[config.mk]
export PLATFORM = sky130hd
export DESIGN_NAME = pzps_zone_ctrl
export DESIGN_NICKNAME = d
export VERILOG_FILES = /design/src/pzps_pkg.sv /design/src/pzps_phase_map.sv /design/src/pzps_sync.sv /design/src/pzps_zone_ctrl.sv
export SDC_FILE = /design/constraint.sdc
export NUM_CORES = 1
export LEC_CHECK = 0
export BUFFER_PORTS_ARGS = -buffer_cell sky130_fd_sc_hd__buf_2
export CAP_MARGIN = 40
export CORE_MARGIN = 3
export CORE_UTILIZATION = 50
export DETAILED_ROUTE_END_ITERATION = 6
export HOLD_SLACK_MARGIN = 0.02
export PLACE_DENSITY = 0.68
export SETUP_SLACK_MARGIN = 0.2
export SLEW_MARGIN = 20
export SYNTH_ARGS = -nofsm -noshare
export SYNTH_HDL_FRONTEND = slang
export SYNTH_SLANG_ARGS = --single-unit
[constraint.sdc]
create_clock -name i_clock -period 3.8 [get_ports i_clock]
set_input_delay 0.19 -clock i_clock [delete_from_list [all_inputs] [get_ports i_clock]]
set_output_delay 0.19 -clock i_clock [all_outputs]
set_load 0.1 [all_outputs]
[src/pzps_pkg.sv]
// constants, register map and zone tables for the power zone phase shedding block
package pzps_pkg;

    // ------------------------------------------------------------------
    // timing
    // ------------------------------------------------------------------
    localparam int PZPS_CLK_PERIOD_NS  = 4;
    localparam int PZPS_SAMPLE_US      = 10;
    localparam int PZPS_SAMPLE_CYC     = PZPS_SAMPLE_US * 1000 / PZPS_CLK_PERIOD_NS;
    localparam int PZPS_SHED_STEP_US   = 10;
    localparam int PZPS_SHED_STEP_CYC  = PZPS_SHED_STEP_US * 1000 / PZPS_CLK_PERIOD_NS;
    localparam int PZPS_SHED_DELAY_US  = 200;
    localparam int PZPS_BOOST_MS       = 2;
    localparam int PZPS_BOOST_CYC      = PZPS_BOOST_MS * 1000000 / PZPS_CLK_PERIOD_NS;

    // ------------------------------------------------------------------
    // register offsets
    // ------------------------------------------------------------------
    localparam logic [7:0] PZPS_REG_FAST_DROP = 8'h31;
    localparam logic [7:0] PZPS_REG_LOAD_LINE = 8'h39;
    localparam logic [7:0] PZPS_REG_THR_BASE  = 8'h40;
    localparam logic [7:0] PZPS_REG_HYST      = 8'h44;
    localparam logic [7:0] PZPS_REG_SHED_DLY  = 8'h45;
    localparam logic [7:0] PZPS_REG_FSW       = 8'h46;
    localparam logic [7:0] PZPS_REG_LPC       = 8'h47;
    localparam logic [7:0] PZPS_REG_STATUS    = 8'h48;

    // ------------------------------------------------------------------
    // reset values and fields
    // ------------------------------------------------------------------
    localparam logic [7:0] PZPS_THR_DISABLED  = 8'hFF;
    localparam logic [7:0] PZPS_HYST_RST      = 8'h44;
    localparam logic [7:0] PZPS_SHED_DLY_RST  = 8'(PZPS_SHED_DELAY_US / PZPS_SHED_STEP_US);
    localparam logic [7:0] PZPS_ZERO_BYTE     = 8'h00;
    localparam logic [2:0] PZPS_LPC_RST       = 3'h0;
    localparam int         PZPS_FAST_DROP_EN  = 0;
    localparam int         PZPS_LL_EN_BIT     = 7;
    localparam logic [7:0] PZPS_DROOP_0       = 8'h00;
    localparam logic [7:0] PZPS_DROOP_25      = 8'h19;
    localparam logic [7:0] PZPS_DROOP_50      = 8'h32;
    localparam logic [7:0] PZPS_DROOP_100     = 8'h64;

    // ------------------------------------------------------------------
    // zones
    // ------------------------------------------------------------------
    localparam int         PZPS_NZONES        = 5;
    localparam int         PZPS_NTHR          = 4;
    localparam logic [2:0] PZPS_ZONE_ALL      = 3'h0;
    localparam logic [2:0] PZPS_ZONE_MAX      = 3'h4;
    localparam logic [2:0] PZPS_ZONE_SINGLE   = 3'h3;

    typedef enum logic [1:0] {
        PZPS_MODE_FIXED,
        PZPS_MODE_AUTO,
        PZPS_MODE_ALL
    } pzps_mode_t;

    // enable masks per phase count (index = phases - 1) and zone; bit 0 drives output 1
    localparam logic [7:0] PZPS_MASK [0:7][0:4] = '{
        '{8'h01, 8'h01, 8'h01, 8'h01, 8'h01},
        '{8'h03, 8'h01, 8'h01, 8'h01, 8'h01},
        '{8'h07, 8'h01, 8'h01, 8'h01, 8'h01},
        '{8'h0F, 8'h01, 8'h05, 8'h01, 8'h01},
        '{8'h1F, 8'h01, 8'h01, 8'h01, 8'h01},
        '{8'h3F, 8'h01, 8'h15, 8'h01, 8'h01},
        '{8'h7F, 8'h5D, 8'h49, 8'h01, 8'h01},
        '{8'hFF, 8'h55, 8'h11, 8'h01, 8'h01}
    };

    // zones offered per phase count, bit z set when zone z exists
    localparam logic [4:0] PZPS_ZONE_OK [0:7] = '{
        5'h11, 5'h19, 5'h19, 5'h1D, 5'h19, 5'h1D, 5'h1F, 5'h1F
    };

endpackage

[src/pzps_phase_map.sv]
// zone and phase count to phase drive enable mask
`timescale 1ns/1ps
module pzps_phase_map
    import pzps_pkg::*;
(
    // selection
    input  wire logic [2:0] i_phase_idx,
    input  wire logic [2:0] i_zone,
    // result
    output logic      [7:0] o_mask,
    output logic      [7:0] o_all_mask,
    output logic      [4:0] o_zone_ok
);

    always_comb begin
        o_zone_ok  = PZPS_ZONE_OK[i_phase_idx];
        o_all_mask = PZPS_MASK[i_phase_idx][0];
        if (i_zone > PZPS_ZONE_MAX) begin
            o_mask = o_all_mask;
        end else begin
            o_mask = PZPS_MASK[i_phase_idx][i_zone];
        end
    end

endmodule

[src/pzps_sync.sv]
// two flip-flop synchroniser for asynchronous pin levels
`timescale 1ns/1ps
module pzps_sync
    import pzps_pkg::*;
#(
    parameter int W = 1
) (
    // clock and reset
    input  wire logic         i_clock,
    input  wire logic         i_rst,
    // levels
    input  wire logic [W-1:0] i_async,
    output logic      [W-1:0] o_sync
);

    typedef struct packed {
        logic [W-1:0] meta;
        logic [W-1:0] stable;
    } pzps_sync_t;

    pzps_sync_t s_r;
    pzps_sync_t s_nxt;

    always_comb begin
        s_nxt        = s_r;
        s_nxt.meta   = i_async;
        s_nxt.stable = s_r.meta;
    end

    always_ff @(posedge i_clock) begin
        if (i_rst) begin
            s_r <= '0;
        end else begin
            s_r <= s_nxt;
        end
    end

    assign o_sync = s_r.stable;

endmodule

[src/pzps_zone_ctrl.sv]
// power zone selection, stepped shedding and phase drive enables
`timescale 1ns/1ps
module pzps_zone_ctrl
    import pzps_pkg::*;
#(
    parameter int BOOST_CYC = PZPS_BOOST_CYC
) (
    // clock and reset
    input  wire logic       i_clock,
    input  wire logic       i_rst,
    // register port
    input  wire logic       i_reg_wr,
    input  wire logic [7:0] i_reg_addr,
    input  wire logic [7:0] i_reg_wdata,
    output logic      [7:0] o_reg_rdata,
    // pins
    input  wire logic       i_power_saving_input_high,
    input  wire logic       i_power_saving_input_low,
    input  wire logic       i_vout_nominal,
    input  wire logic       i_reference_input_fast_drop,
    input  wire logic [3:0] i_phase_count,
    // converter data
    input  wire logic [7:0] i_iout_code,
    input  wire logic [7:0] i_fsw_strap,
    // outputs
    output logic      [7:0] o_phase_drive_output_en,
    output logic      [2:0] o_zone,
    output logic            o_all_phase_boost,
    output logic      [1:0] o_load_line_coefficient,
    output logic      [7:0] o_droop_pct,
    output logic      [7:0] o_switching_frequency_setting
);

    localparam int BW = $clog2(BOOST_CYC + 1);
    localparam int PW = $clog2(PZPS_SHED_STEP_CYC);
    localparam int TW = $clog2(PZPS_SAMPLE_CYC);

    typedef struct packed {
        logic [PZPS_NTHR-1:0][7:0] thr;
        logic [7:0]               hyst;
        logic [7:0]               dly;
        logic [7:0]               switching_frequency_setting;
        logic                     fsw_ovr;
        logic [7:0]               fsw_out;
        logic [2:0]               lpc;
        logic [7:0]               frd;
        logic [7:0]               ll;
        logic [7:0]               droop;
        pzps_mode_t               mode;
        logic [2:0]               zone;
        logic [2:0]               tgt;
        logic [TW-1:0]            tick;
        logic [PW-1:0]            pre;
        logic [7:0]               steps;
        logic [BW-1:0]            boost;
        logic                     boost_on;
        logic                     ref_prev;
        logic [7:0]               en;
        logic [7:0]               rdata;
    } pzps_state_t;

    pzps_state_t s_r;
    pzps_state_t s_nxt;

    logic [7:0] pins_s;
    logic       psi_hi_s;
    logic       psi_lo_s;
    logic       vnom_s;
    logic       ref_s;
    logic [3:0] pcount_s;
    logic [2:0] phase_idx;
    logic [7:0] zone_mask;
    logic [7:0] all_mask;
    logic [4:0] zone_ok;
    logic [4:0] auto_en;
    logic [4:0] en_set;
    logic [2:0] auto_tgt;
    logic [2:0] lpc_tgt;
    logic [2:0] nxt_dn;
    logic [2:0] nxt_up;
    logic       tick_fire;
    logic       boost_fire;

    // ------------------------------------------------------------------
    // pin synchronisers and phase map
    // ------------------------------------------------------------------
    pzps_sync #(
        .W (8)
    ) u_sync (
        .i_clock (i_clock),
        .i_rst   (i_rst),
        .i_async ({i_phase_count, i_reference_input_fast_drop, i_vout_nominal,
                   i_power_saving_input_low, i_power_saving_input_high}),
        .o_sync  (pins_s)
    );

    assign psi_hi_s = pins_s[0];
    assign psi_lo_s = pins_s[1];
    assign vnom_s   = pins_s[2];
    assign ref_s    = pins_s[3];
    assign pcount_s = pins_s[7:4];
    assign phase_idx = (pcount_s == 4'h0 || pcount_s > 4'h8) ? 3'h0 : 3'(pcount_s - 4'h1);

    pzps_phase_map u_map (
        .i_phase_idx (phase_idx),
        .i_zone      (s_r.zone),
        .o_mask      (zone_mask),
        .o_all_mask  (all_mask),
        .o_zone_ok   (zone_ok)
    );

    // ------------------------------------------------------------------
    // zone sets and targets
    // ------------------------------------------------------------------
    always_comb begin
        logic [7:0] bnd;
        logic [7:0] lim;
        logic       hit;
        bnd      = PZPS_ZERO_BYTE;
        lim      = PZPS_ZERO_BYTE;
        hit      = 1'b0;
        auto_en  = zone_ok;
        auto_tgt = PZPS_ZONE_ALL;
        lpc_tgt  = PZPS_ZONE_ALL;
        for (int z = 1; z < PZPS_NZONES; z++) begin
            bnd = s_r.thr[PZPS_NTHR-z];
            if (bnd == PZPS_THR_DISABLED) begin
                auto_en[z] = 1'b0;
            end
            lim = (bnd > s_r.hyst) ? 8'(bnd - s_r.hyst) : PZPS_ZERO_BYTE;
            if (3'(z) <= s_r.zone) begin
                hit = (i_iout_code <= bnd);
            end else begin
                hit = (i_iout_code < lim);
            end
            if (auto_en[z] && hit) begin
                auto_tgt = 3'(z);
            end
        end
        for (int z = 0; z < PZPS_NZONES; z++) begin
            if (zone_ok[z] && 3'(z) <= s_r.lpc) begin
                lpc_tgt = 3'(z);
            end
        end
        en_set = auto_en;
        if (s_r.mode == PZPS_MODE_FIXED) begin
            en_set[lpc_tgt] = 1'b1;
        end
        nxt_dn = PZPS_ZONE_ALL;
        nxt_up = s_r.zone;
        for (int z = 0; z < PZPS_NZONES; z++) begin
            if (en_set[z] && 3'(z) < s_r.zone) begin
                nxt_dn = 3'(z);
            end
        end
        for (int z = PZPS_NZONES - 1; z >= 0; z--) begin
            if (en_set[z] && 3'(z) > s_r.zone && 3'(z) <= s_r.tgt) begin
                nxt_up = 3'(z);
            end
        end
    end

    assign tick_fire  = (s_r.tick == TW'(PZPS_SAMPLE_CYC - 1));
    assign boost_fire = s_r.frd[PZPS_FAST_DROP_EN] && ref_s && !s_r.ref_prev
                        && (s_r.zone >= PZPS_ZONE_SINGLE);

    // ------------------------------------------------------------------
    // next state
    // ------------------------------------------------------------------
    always_comb begin
        s_nxt = s_r;

        // register writes
        if (i_reg_wr) begin
            case (i_reg_addr)
                PZPS_REG_FAST_DROP: s_nxt.frd = i_reg_wdata;
                PZPS_REG_LOAD_LINE: s_nxt.ll = i_reg_wdata;
                PZPS_REG_HYST:      s_nxt.hyst = i_reg_wdata;
                PZPS_REG_SHED_DLY:  s_nxt.dly = i_reg_wdata;
                PZPS_REG_LPC:       s_nxt.lpc = i_reg_wdata[2:0];
                PZPS_REG_FSW: begin
                    s_nxt.switching_frequency_setting     = i_reg_wdata;
                    s_nxt.fsw_ovr = 1'b1;
                end
                default: begin
                end
            endcase
            for (int k = 0; k < PZPS_NTHR; k++) begin
                if (i_reg_addr == 8'(PZPS_REG_THR_BASE + 8'(k))) begin
                    s_nxt.thr[k] = i_reg_wdata;
                end
            end
        end

        // register reads, answered one cycle after the address
        case (i_reg_addr)
            PZPS_REG_FAST_DROP: s_nxt.rdata = s_r.frd;
            PZPS_REG_LOAD_LINE: s_nxt.rdata = s_r.ll;
            PZPS_REG_HYST:      s_nxt.rdata = s_r.hyst;
            PZPS_REG_SHED_DLY:  s_nxt.rdata = s_r.dly;
            PZPS_REG_FSW:       s_nxt.rdata = s_r.fsw_out;
            PZPS_REG_LPC:       s_nxt.rdata = {5'h00, s_r.lpc};
            PZPS_REG_STATUS:    s_nxt.rdata = {2'h0, s_r.boost_on, s_r.mode, s_r.zone};
            default:            s_nxt.rdata = PZPS_ZERO_BYTE;
        endcase
        for (int k = 0; k < PZPS_NTHR; k++) begin
            if (i_reg_addr == 8'(PZPS_REG_THR_BASE + 8'(k))) begin
                s_nxt.rdata = s_r.thr[k];
            end
        end

        // mode from the power saving input level
        if (psi_hi_s) begin
            s_nxt.mode = PZPS_MODE_ALL;
        end else if (psi_lo_s) begin
            s_nxt.mode = PZPS_MODE_FIXED;
        end else begin
            s_nxt.mode = PZPS_MODE_AUTO;
        end

        // current monitor sample tick
        s_nxt.tick = tick_fire ? '0 : TW'(s_r.tick + 1'b1);

        // target zone
        case (s_r.mode)
            PZPS_MODE_FIXED: s_nxt.tgt = lpc_tgt;
            PZPS_MODE_AUTO: begin
                if (!vnom_s) begin
                    s_nxt.tgt = PZPS_ZONE_ALL;
                end else if (tick_fire) begin
                    s_nxt.tgt = auto_tgt;
                end
            end
            PZPS_MODE_ALL: s_nxt.tgt = PZPS_ZONE_ALL;
            default:       s_nxt.tgt = PZPS_ZONE_ALL;
        endcase

        // stepping, shared by fixed and automatic modes
        if (s_r.tgt < s_r.zone) begin
            s_nxt.zone  = nxt_dn;
            s_nxt.pre   = '0;
            s_nxt.steps = PZPS_ZERO_BYTE;
        end else if (s_r.tgt > s_r.zone) begin
            if (s_r.steps >= s_r.dly) begin
                s_nxt.zone  = nxt_up;
                s_nxt.pre   = '0;
                s_nxt.steps = PZPS_ZERO_BYTE;
            end else if (s_r.pre == PW'(PZPS_SHED_STEP_CYC - 1)) begin
                s_nxt.pre   = '0;
                s_nxt.steps = 8'(s_r.steps + 8'h01);
            end else begin
                s_nxt.pre = PW'(s_r.pre + 1'b1);
            end
        end else begin
            s_nxt.pre   = '0;
            s_nxt.steps = PZPS_ZERO_BYTE;
        end

        // fast reference drop boost window
        s_nxt.ref_prev = ref_s;
        if (boost_fire) begin
            s_nxt.boost = BW'(BOOST_CYC);
        end else if (s_r.boost != '0) begin
            s_nxt.boost = BW'(s_r.boost - 1'b1);
        end
        s_nxt.boost_on = (s_nxt.boost != '0);
        s_nxt.en       = s_nxt.boost_on ? all_mask : zone_mask;

        // load line and switching frequency
        if (s_r.ll[PZPS_LL_EN_BIT]) begin
            case (s_r.ll[1:0])
                2'h0:    s_nxt.droop = PZPS_DROOP_0;
                2'h1:    s_nxt.droop = PZPS_DROOP_25;
                2'h2:    s_nxt.droop = PZPS_DROOP_50;
                default: s_nxt.droop = PZPS_DROOP_100;
            endcase
        end else begin
            s_nxt.droop = PZPS_DROOP_0;
        end
        s_nxt.fsw_out = s_r.fsw_ovr ? s_r.switching_frequency_setting : i_fsw_strap;
    end

    always_ff @(posedge i_clock) begin
        if (i_rst) begin
            s_r          <= '0;
            s_r.thr      <= {PZPS_NTHR{PZPS_THR_DISABLED}};
            s_r.hyst     <= PZPS_HYST_RST;
            s_r.dly      <= PZPS_SHED_DLY_RST;
            s_r.lpc      <= PZPS_LPC_RST;
            s_r.mode     <= PZPS_MODE_ALL;
        end else begin
            s_r <= s_nxt;
        end
    end

    assign o_reg_rdata                   = s_r.rdata;
    assign o_phase_drive_output_en       = s_r.en;
    assign o_zone                        = s_r.zone;
    assign o_all_phase_boost             = s_r.boost_on;
    assign o_load_line_coefficient       = s_r.ll[1:0];
    assign o_droop_pct                   = s_r.droop;
    assign o_switching_frequency_setting = s_r.fsw_out;
endmodule

Word-level counts from Yosys, hierarchy flattened
Memory sizes are Yosys's and may differ from the RTL's.
Cells that the tools add are included.

storage, ports and cells
  bits in registers = 185
  bits in latches = 0
  RAM bits = 0
  bits in read-only memories = 360
  input port bits = 43
  output and inout port bits = 38
  memories kept = 2

memories
  memory            words  bits a word  read ports  clocked after Yosys merged registers in  write ports  line                  text
  (name not given)  8      40           1           0                                        0            pzps_phase_map.sv:17  o_all_mask = PZPS_MASK[i_phase_idx][0];
  (name not given)  8      5            1           0                                        0            pzps_phase_map.sv:16  o_zone_ok = PZPS_ZONE_OK[i_phase_idx];

cells by class
  $add $sub $neg = 9
  multipliers = 0
  div/mod/pow operators = 0
  magnitude comparators = 44
  equal/unequal tests = 21
  shifts and indexed selects = 0
  mux-type cells = 58
  bitwise logic cells = 5
  reduce and logical (&&, ||, !) cells = 52

operator list
  kind                                                 count
  two-way mux 8 bit                                    13
  two-way mux 40 bit                                   2
  equality test 8 x 7 -> 1 bit, second input constant  9
  two-way mux 3 bit                                    20
  one-hot mux 8 bit (7 select lines)                   1
  two-way mux 19 bit                                   2
  nonzero test 19 bit                                  2
  equality test 8 bit, second input constant           4
  greater-than comparator 8 bit                        4
  <= comparator 8 bit                                  4
  < comparator 8 bit                                   4
  subtractor 8 bit                                     4
  logical AND 1 bit                                    26
  adder 12 x 1 -> 12 bit, second input constant        2
  binary-select mux 8 bit (select 3 bit)               1
  equality test 12 bit, second input constant          2
  one-hot mux 7 bit (3 select lines)                   1
  AND reduction 2 bit                                  10
  subtractor 19 x 1 -> 19 bit, second input constant   1
  <= comparator 2 x 3 -> 1 bit, first input constant   6
  equality test 8 x 6 -> 1 bit, second input constant  2
  two-way mux 5 bit                                    3
  two-way mux 1 bit                                    13
  <= comparator 1 x 3 -> 1 bit, first input constant   4
  36 further kinds                                     49

Depth between registers and ports, before layout
Gate-level depths: netlist of run 1.

  depth in word-level cells = 28
  mapped depth = 19
  mapped depth without buffers = 19

Hierarchy
A second synthesis of run 1 with hierarchy kept.

second synthesis, totals
  cell total of the unflattened synthesis = 1474
  area total of the unflattened synthesis = 11593.6 µm²

by module, submodules not included
  module          times used  cells an instance  area an instance (µm²)  sequential area each (µm²)
  pzps_zone_ctrl  1           1397               10876.7                 3323.2
  pzps_sync       1           33                 464.2                   320.3
  pzps_phase_map  1           44                 252.7                   0.0

Worst setup path before layout of run 1
OpenSTA, ideal clock, no wires.

  path kind = register -> register
  from = reg s_r[130] (netlist bit)
  to = reg s_r[70] (netlist bit)
  setup time = 0.130 ns
  arrival = 3.026 ns
  data required time = 3.670 ns
  slack = 0.644 ns
  cell stages (with the launch flop) = 19
  buffers on the path = 0
  cells stage by stage = dfxtp_1 -> inv_1 -> ha_1 -> nor2b_1 -> o21ai_0 -> a21oi_1 -> o21ai_0 -> a21oi_1 -> o21ai_0 -> nand4b_1 -> o31a_1 -> ha_1 -> nand4_1 -> a21oi_1 -> o21a_1 -> o41ai_1 -> a41oi_1 -> nor2b_1 -> o22ai_1

on the way
  word-level cells in the longest chain between the ends = 11
  elaborated cells between the ends (all ways) = 24

RTL lines
  element                                                                   line                   text
  start, declared                                                           pzps_zone_ctrl.sv:62   pzps_state_t s_r;
  start signal, assigned                                                    pzps_zone_ctrl.sv:292  s_r <= s_nxt;
  subtractor 8 bit / greater-than comparator 8 bit (equally long branches)  pzps_zone_ctrl.sv:130  lim = (bnd > s_r.hyst) ? 8'(bnd - s_r.hyst) : PZPS_ZERO_BYTE;
  two-way mux 8 bit                                                         pzps_zone_ctrl.sv:130
  < comparator 8 bit                                                        pzps_zone_ctrl.sv:134  hit = (i_iout_code < lim);
  two-way mux 1 bit                                                         pzps_zone_ctrl.sv:131  if (3'(z) <= s_r.zone) begin
  logical AND 1 bit                                                         pzps_zone_ctrl.sv:136  if (auto_en[z] && hit) begin
  two-way mux 3 bit (2 in series)                                           pzps_zone_ctrl.sv:136
  two-way mux 3 bit *                                                       pzps_zone_ctrl.sv:136
  two-way mux 3 bit *                                                       pzps_zone_ctrl.sv:230  end else if (tick_fire) begin
  two-way mux 3 bit *                                                       pzps_zone_ctrl.sv:228  if (!vnom_s) begin
  one-hot mux 3 bit (2 select lines) *                                      pzps_zone_ctrl.sv:225  case (s_r.mode)

Every way passes the cells marked *; elsewhere a longest branch is shown, timed or not. The select of a mux whose other input is x is not followed.
A chain may end at the register's enable or synchronous reset.

Final worst setup path of run 1
  from = reg s_r[131] (netlist bit)
  to = reg s_r[70] (netlist bit)

The elaborated chain is that of the path after synthesis.

==> flow_summary.toml, run 1 <==
[place]
port_buffers = 79
dp_slack_ps = 170.6
gp_congestion = 0.9796
dp_hpwl_mm = 24.35

[worst_setup_path]
r2r-end = "s_r[70]$_SDFFE_PP0P_"
cp.arrival_ps = 3720
crit_path_end_kind = "register"
critical_path_required_ps = 4100
r2r_cells = 17
path_max_fanout = 4
r2r_setup_slack_ps = 380
crit_path_start_kind = "register"
r2r-start = "s_r[131]$_SDFFE_PP1P_"
critPathKind = "reg -> reg"

[power_and_ir_drop]
powerDensity_nw_per_um2 = 416.8
p_total_mw = 5.300
p_leak_nw = 5.544
peakVddDrop_mv = 0.2849

[floorplan]
start_util = 0.5146
num_rows = 54
num_io_pins = 81
dieArea_um2 = 24580
die_y_um = 156.8
die_w_um = 156.8
coreArea_um2 = 22090

[synth]
synth_edf_count = 0
synthCells = 1414
ys_warn_count = 0
synthMuxAreaShare = 0.01761
synth_compound_area_frac = 0.1706
syn_area_per_cell_um2 = 8.040
yosys.area_share.simple = 0.2437
yosysSeqAreaShare = 0.3205
synth_area_um2 = 11370
synthTopCellsByArea = "dfxtp_1 (32%), ha_1 (12%), a21oi_1 (5.1%), nand2_1 (4.9%), nand3_1 (4.2%)"
yosys.area.top_type_share = 0.3205
synth_async_sr_flop_share = 0
ys_types = 78
synth_seq_cells = 182
synth_largest_area_cell = "dfxtp_1"
synth_top_family_by_area = "simple AND/OR/NAND/NOR gates"
synthFlopType = "dfxtp_1"
synth_fa_ha_area_frac = 0.1314
synth_nets = 1574
synth-xor-area-share = 0.03698

[final_layout]
antenna_cells = 0
nNetsFinal = 1633
area_growth_pct = 11.86
drive_above_1_share = 0.1299

[drt]
drc = 0
drt_first_pass_iters = 6
routedWlPerCell_um = 18.75
wl_mm = 33.12
drtAntennaViolNets = 0
vias = 10443
drt_iter0_drc = 1063
avgViaCountPerCell = 5.913

[clocking]
cts_tree = "yes"
cts_sinks = 182
cts_buffers = 17
path_clk_slew_ps = 80
insertion_delay_ps = 440
cts_max_level = 4
clockBufferDepth = 2
clockRootBuffer = "clkbuf_16"

[timing]
tns_ps = 0
finalCritPeriodShare = 0.8997
relSlewSlack = 0.4521
fin_skew_ps = 20.14
fmax_ghz = 0.2925
setup_violations = 0
fin_crit_ps = 3419
finalHoldViolations = 0
setup_ws_ps = 381.2
tightest_slew_ps = 801.1
maxSlewViolCount = 0
rsz0062_at_grt = "yes"

[global_route]
grt-ovfl-total = 0
grtUsageTotal = 0.2707
antenna_found_initial = 0
grt_pass1_wl_mm = 52.73
grt_max_degree = 52
grt_pass1_vias = 9769

[hold_path]
worstHoldStart = "i_phase_count[0]"
holdPathStages = 2
min_to = "u_sync.s_nxt[4]$_SDFF_PP0_"
min_path_type = "in -> reg"

[flow_run]
cap_violations = 0

[outcome]
status = "finished clean"
-- registers in the layout, indices dropped and copies added (netlist names), 2 cells and up --
register	count
o_droop_pct	5
u_sync.s_nxt	8
s_r	131
o_reg_rdata	8
u_sync.o_sync	8
o_load_line_coefficient	2
o_switching_frequency_setting	8
o_zone	3
o_phase_drive_output_en	8
-- logic make-up (layout without fill, tap and decap cells) --
family / Yosys count / after routing
XOR/XNOR: 48 / 48
flip-flops: 182 / 182
AND/OR/NAND/NOR: 551 / 551
multiplexers: 20 / 20
adder cells (fa/ha/maj): 117 / 117
buffers and inverters: 192 / 264
other: 1 / 1
AO/OA/AOI/OAI: 303 / 303
-- repair_timing --
item	in CTS	in global routing
hold endpoints to repair	15	0
buffers inserted	0	3
setup endpoints to repair	2	3
pin swaps	0	6
hold buffers	15	0
gates resized for setup	1	23
-- worst max-delay path by stage --
stage | startpoint | to | slack, ps | cells after the start
final | s_r[131]$_SDFFE_PP1P_ | s_r[70]$_SDFFE_PP0P_ | 380 | 17
after global routing | s_r[153]$_SDFFE_PP1P_ | s_r[70]$_SDFFE_PP0P_ | 200 | 20
after CTS | s_r[129]$_SDFFE_PP0P_ | s_r[70]$_SDFFE_PP0P_ | 240 | 16
after detailed placement | s_r[130]$_SDFFE_PP0P_ | s_r[70]$_SDFFE_PP0P_ | 170 | 18
after global placement | s_r[130]$_SDFFE_PP0P_ | s_r[70]$_SDFFE_PP0P_ | 360 | 18
after floorplan | s_r[130]$_SDFFE_PP0P_ | s_r[70]$_SDFFE_PP0P_ | 640 | 18
-- metal layers --
metal | share of wire | vias up | wire length, um | global-route usage
li1 | - | 5104 | - | -
met1 | 0.45 | 4869 | 15060 | 0.3904
met2 | 0.43 | 414 | 14370 | 0.4129
met3 | 0.088 | 56 | 2914 | 0.04950
met4 | 0.024 | 0 | 779 | 0.07920
met5 | 0 | - | 0 | 0
-- metrics by stage --
stage               utilization  cell area, um2  std cells  hold slack [ps]
floorplan                     -           11370       1414            318.2
global placement         0.5362           11850       1715            371.6
detailed placement       0.5362           11850       1715            370.0
CTS                      0.5723           12640       1762            31.06
global route             0.5756           12720       1766            33.32
finish                   0.5756           12720       1766            41.03
-- cell type report --
type	instances	area, um2
repair buffers	130	815.8
clock inverters	15	220.2
fillers	2007	9376
multi-input cells	1040	6868
clock buffers	17	425.4
flip-flops and latches	182	3652
inverters	102	385.4
well taps	280	350.3
-- synthesized netlist by cell type (7+ instances only) --
cell	count
a221oi_1	8
inv_1	100
buf_4	38
o21a_1	7
nand3b_1	15
mux2i_1	20
nor3_1	24
o21ai_0	49
nand4_1	43
clkbuf_1	45
nand2b_1	9
and3_1	7
nor2_1	118
nand2_1	149
a21o_1	11
xnor2_1	26
nand3_1	95
xor2_1	22
dfxtp_1	182
a22oi_1	20
a21oi_1	116
ha_1	113
nor2b_1	36
a211oi_1	11
o211ai_1	19
a222oi_1	7
-- report_power, final --
| group | switching [mW] | internal [mW] |
|---|---|---|
| Clock | 0.920 | 0.969 |
| Combinational | 0.792 | 0.495 |
| Sequential | 0.122 | 2.00 |
-- layout by cell type, fill, tap and decap left out, types with 7 or more instances in the layout --
cell type      netlist  final
nor2b_1             36     35
nor3_1              24     23
a211oi_1            11     11
nand2b_1             9      9
a221oi_1             8      7
nor2_1             118    114
dfxtp_1            182    177
clkbuf_16            0     17
o211ai_1            19     19
nand3b_1            15     15
nand3_1             95     95
inv_1              100     99
o21ai_0             49     44
buf_4               38     36
xnor2_1             26     26
buf_2                0     79
xor2_1              22     22
clkinv_8             0      7
mux2i_1             20     20
a222oi_1             7      7
a21o_1              11     11
and3_1               7      7
a21oi_1            116    114
nand2_1            149    149
a22oi_1             20     20
nand4_1             43     43
dlygate4sd3_1        0     15
ha_1               113    112
o21a_1               7      7
-- worst max-delay path, cell delays in order, from the launching register on --
cell and delay, ps:
dfxtp_1 360, inv_1 130, ha_1 390, o21ai_1 120, a21oi_1 180, o21ai_1 100, a21oi_1 180, o21ai_1 100
nor2b_1 140, o31a_1 240, ha_1 290, nand4_1 120, a21oi_2 120, o21a_1 120, o41ai_1 60, a41oi_1 320
nor2b_2 210, o22ai_1 80
Note: power is estimated with default switching activity, not from simulation.
==> inputs of run 2 (changes only) <==
CTS_BUF_LIST = sky130_fd_sc_hd__clkbuf_4   (was default)
PLACE_DENSITY = 0.71   (was 0.68)
clock period = 2.85 ns   (was 3.8 ns; I/O delays follow)
==> run 2 against run 1 <==
Effect of this change:
- the run now ends with DRC, setup timing left
- setup slack lost 760 ps
- utilization grew 6.6 points
- cell area rose by 11%
- largest power group unchanged
==> flow_summary.toml, run 2 (synthesis gave the netlist of run 1 again) <==
[outcome]
status = "complete, but fails checks"
violations = "DRC, setup timing"

[place]
port_buffers = 79
dp_hpwl_mm = 25.95
gp_congestion = 0.9419
placed_cells = 1838

[global_route]
grt-ovfl-total = 0
antenna_found_initial = 3
grt_use_met3 = 0.05282
grtUsageTotal = 0.2854
grt_use_met1 = 0.3929
busiest_layer = "met2"
grt_max_degree = 57
grt_pass1_wl_mm = 56.06
use_met2 = 0.4589
grt_pass1_vias = 10606

[worst_setup_path]
crit_path_start_kind = "register"
crit_path_end_kind = "register"
path_cells = "inv_2 > ha_1 > nor2b_1 > o21ai_2 > a21oi_2 > o21ai_1 > a21oi_2 > o21ai_1 > nor2b_1 > o31a_1 > ha_1 > nand4_1 > a21oi_2 > o21a_1 > o41ai_2 > a41oi_1 > buf_4 > a41oi_2 > o22ai_1"
critPathKind = "reg -> reg"
path_max_fanout = 2
critical_path.most_common_cell = "a21oi_2"
critical_path_required_ps = 3400
max_stage_delay_ps = 380
cp.arrival_ps = 3770
cp_slowest_cell = "dfxtp_2"

[drt]
vias = 11282
drc = 1
routedWlPerCell_um = 18.37
drt_iter0_drc = 1040
avgViaCountPerCell = 5.795
wl_mm = 35.76
drt_first_pass_iters = 7
drtAntennaViolNets = 0

[final_layout]
drive_above_1_share = 0.2407
final_common_cell = "buf_4"
stdcell_count = 1947
final_cell_mix = "buf_4 (181), dfxtp_1 (171), nand2_1 (147)"
largest_reg_flops = 131
area_growth_pct = 24.64
nNetsFinal = 1813
regMostFlops = "s_r"

[floorplan]
num_io_pins = 81
die_y_um = 156.8
start_util = 0.5146
die_w_um = 156.8
num_rows = 54
dieArea_um2 = 24580
coreArea_um2 = 22090

[power_and_ir_drop]
p_seq_frac = 0.410
p_int_mw = 4.242
p_total_mw = 6.832
p_leak_nw = 6.317
switching_share = 0.3792
clock_power_share = 0.231
powerDensity_nw_per_um2 = 482.2
p_comb_frac = 0.359
switchingPower_mw = 2.591
peakVddDrop_mv = 0.4891

[clocking]
cts_tree = "yes"
cts_buffers = 17
path_clk_slew_ps = 200
insertion_delay_ps = 620
cts_max_level = 4
cts_sinks = 182
clockRootBuffer = "clkbuf_4"
clockBufferDepth = 2

[timing]
maxSlewViolCount = 0
setup_ws_ps = -373.9
finalCritPeriodShare = 1.131
rsz0062_at_grt = "yes"
fmax_ghz = 0.3102
relSlewSlack = 0.5047
setup_violations = 3
fin_skew_ps = 33.17
tightest_slew_ps = 733.7
fin_crit_ps = 3224
finalHoldViolations = 0

[hold_path]
min_path_type = "in -> reg"

[flow_run]
cap_violations = 0
-- run 2: changes by cell type in the layout (fill, tap and decap cells not counted), sizes merged --
cell / before / now
diode: 0 / 1
inv: 105 / 108
clkinvlp: 0 / 2
clkinv: 11 / 7
dlygate4sd3: 15 / 47
bufinv: 1 / 0
buf: 115 / 263
-- run 2: critical path: cells and delay by family, from the launching register on --
kind | cells | cell delay [ps]
fa+ha+maj | 2 | 570
flops | 1 | 380
simple gates | 3 | 400
compound gates | 12 | 1610
buf+inv | 2 | 190
-- run 2: power groups by stage --
stage / Sequential (mW) / Clock [mW] / Combinational [mW]
floorplan: 2.84 / 0 / 1.40
global placement: 2.83 / 0 / 1.93
detailed placement: 2.83 / 0 / 1.95
CTS: 2.79 / 1.61 / 2.27
global route: 2.82 / 1.71 / 2.63
finish: 2.80 / 1.58 / 2.46
-- run 2: path summary, 6_finish.rpt --
kind,endpoint,depth (start not counted),slack (ps),from
max reg2reg,s_r[69]$_SDFFE_PP0P_,19,-370,s_r[130]$_SDFFE_PP0P_
min,s_r[91]$_SDFFE_PP0P_,5,60,i_reg_addr[5]
min reg2reg,s_r[75]$_SDFF_PP0_,1,410,u_sync.o_sync[1]$_SDFF_PP0_
max,s_r[69]$_SDFFE_PP0P_,19,-370,s_r[130]$_SDFFE_PP0P_
-- run 2: metrics by stage --
step                        util  hold slack, ps  area, um2  setup WS (ps)  setup TNS, ps
after floorplan                -           270.7      11430         -116.6         -219.7
after global placement    0.5809           363.5      12830         -306.8         -675.8
after detailed placement  0.5809           363.8      12830         -393.1         -915.3
after CTS                 0.6305           37.19      13930         -304.9         -666.7
after global routing      0.6414           47.33      14170         -567.8          -1429
final                     0.6414           55.20      14170         -373.9         -924.0
-- run 2: layout make-up --
cell class                 instances  area [um2]
inverter                         102       389.1
antenna                            1       2.502
multi-input combinational       1040        7181
fill                            1913        7924
timing repair buffer             310        2265
sequential                       182        3662
clock inverter                    15       192.7
clock buffer                      17       127.6
tap                              280       350.3
-- run 2: routing by layer --
layer,vias up,share of wire,wire length [um]
met2,417,0.46,16470
met5,-,0,0
li1,5475,-,-
met4,0,0.025,911
met1,5314,0.44,15870
met3,76,0.070,2505
-- run 2: what timing repair did --
item | CTS | global route
setup buffers | 18 | 11
endpoints found under the setup margin | 14 | 17
hold buffers | 47 | 0
endpoints found under the hold margin | 109 | 0
pin swaps | 47 | 32
resized for setup | 44 | 40
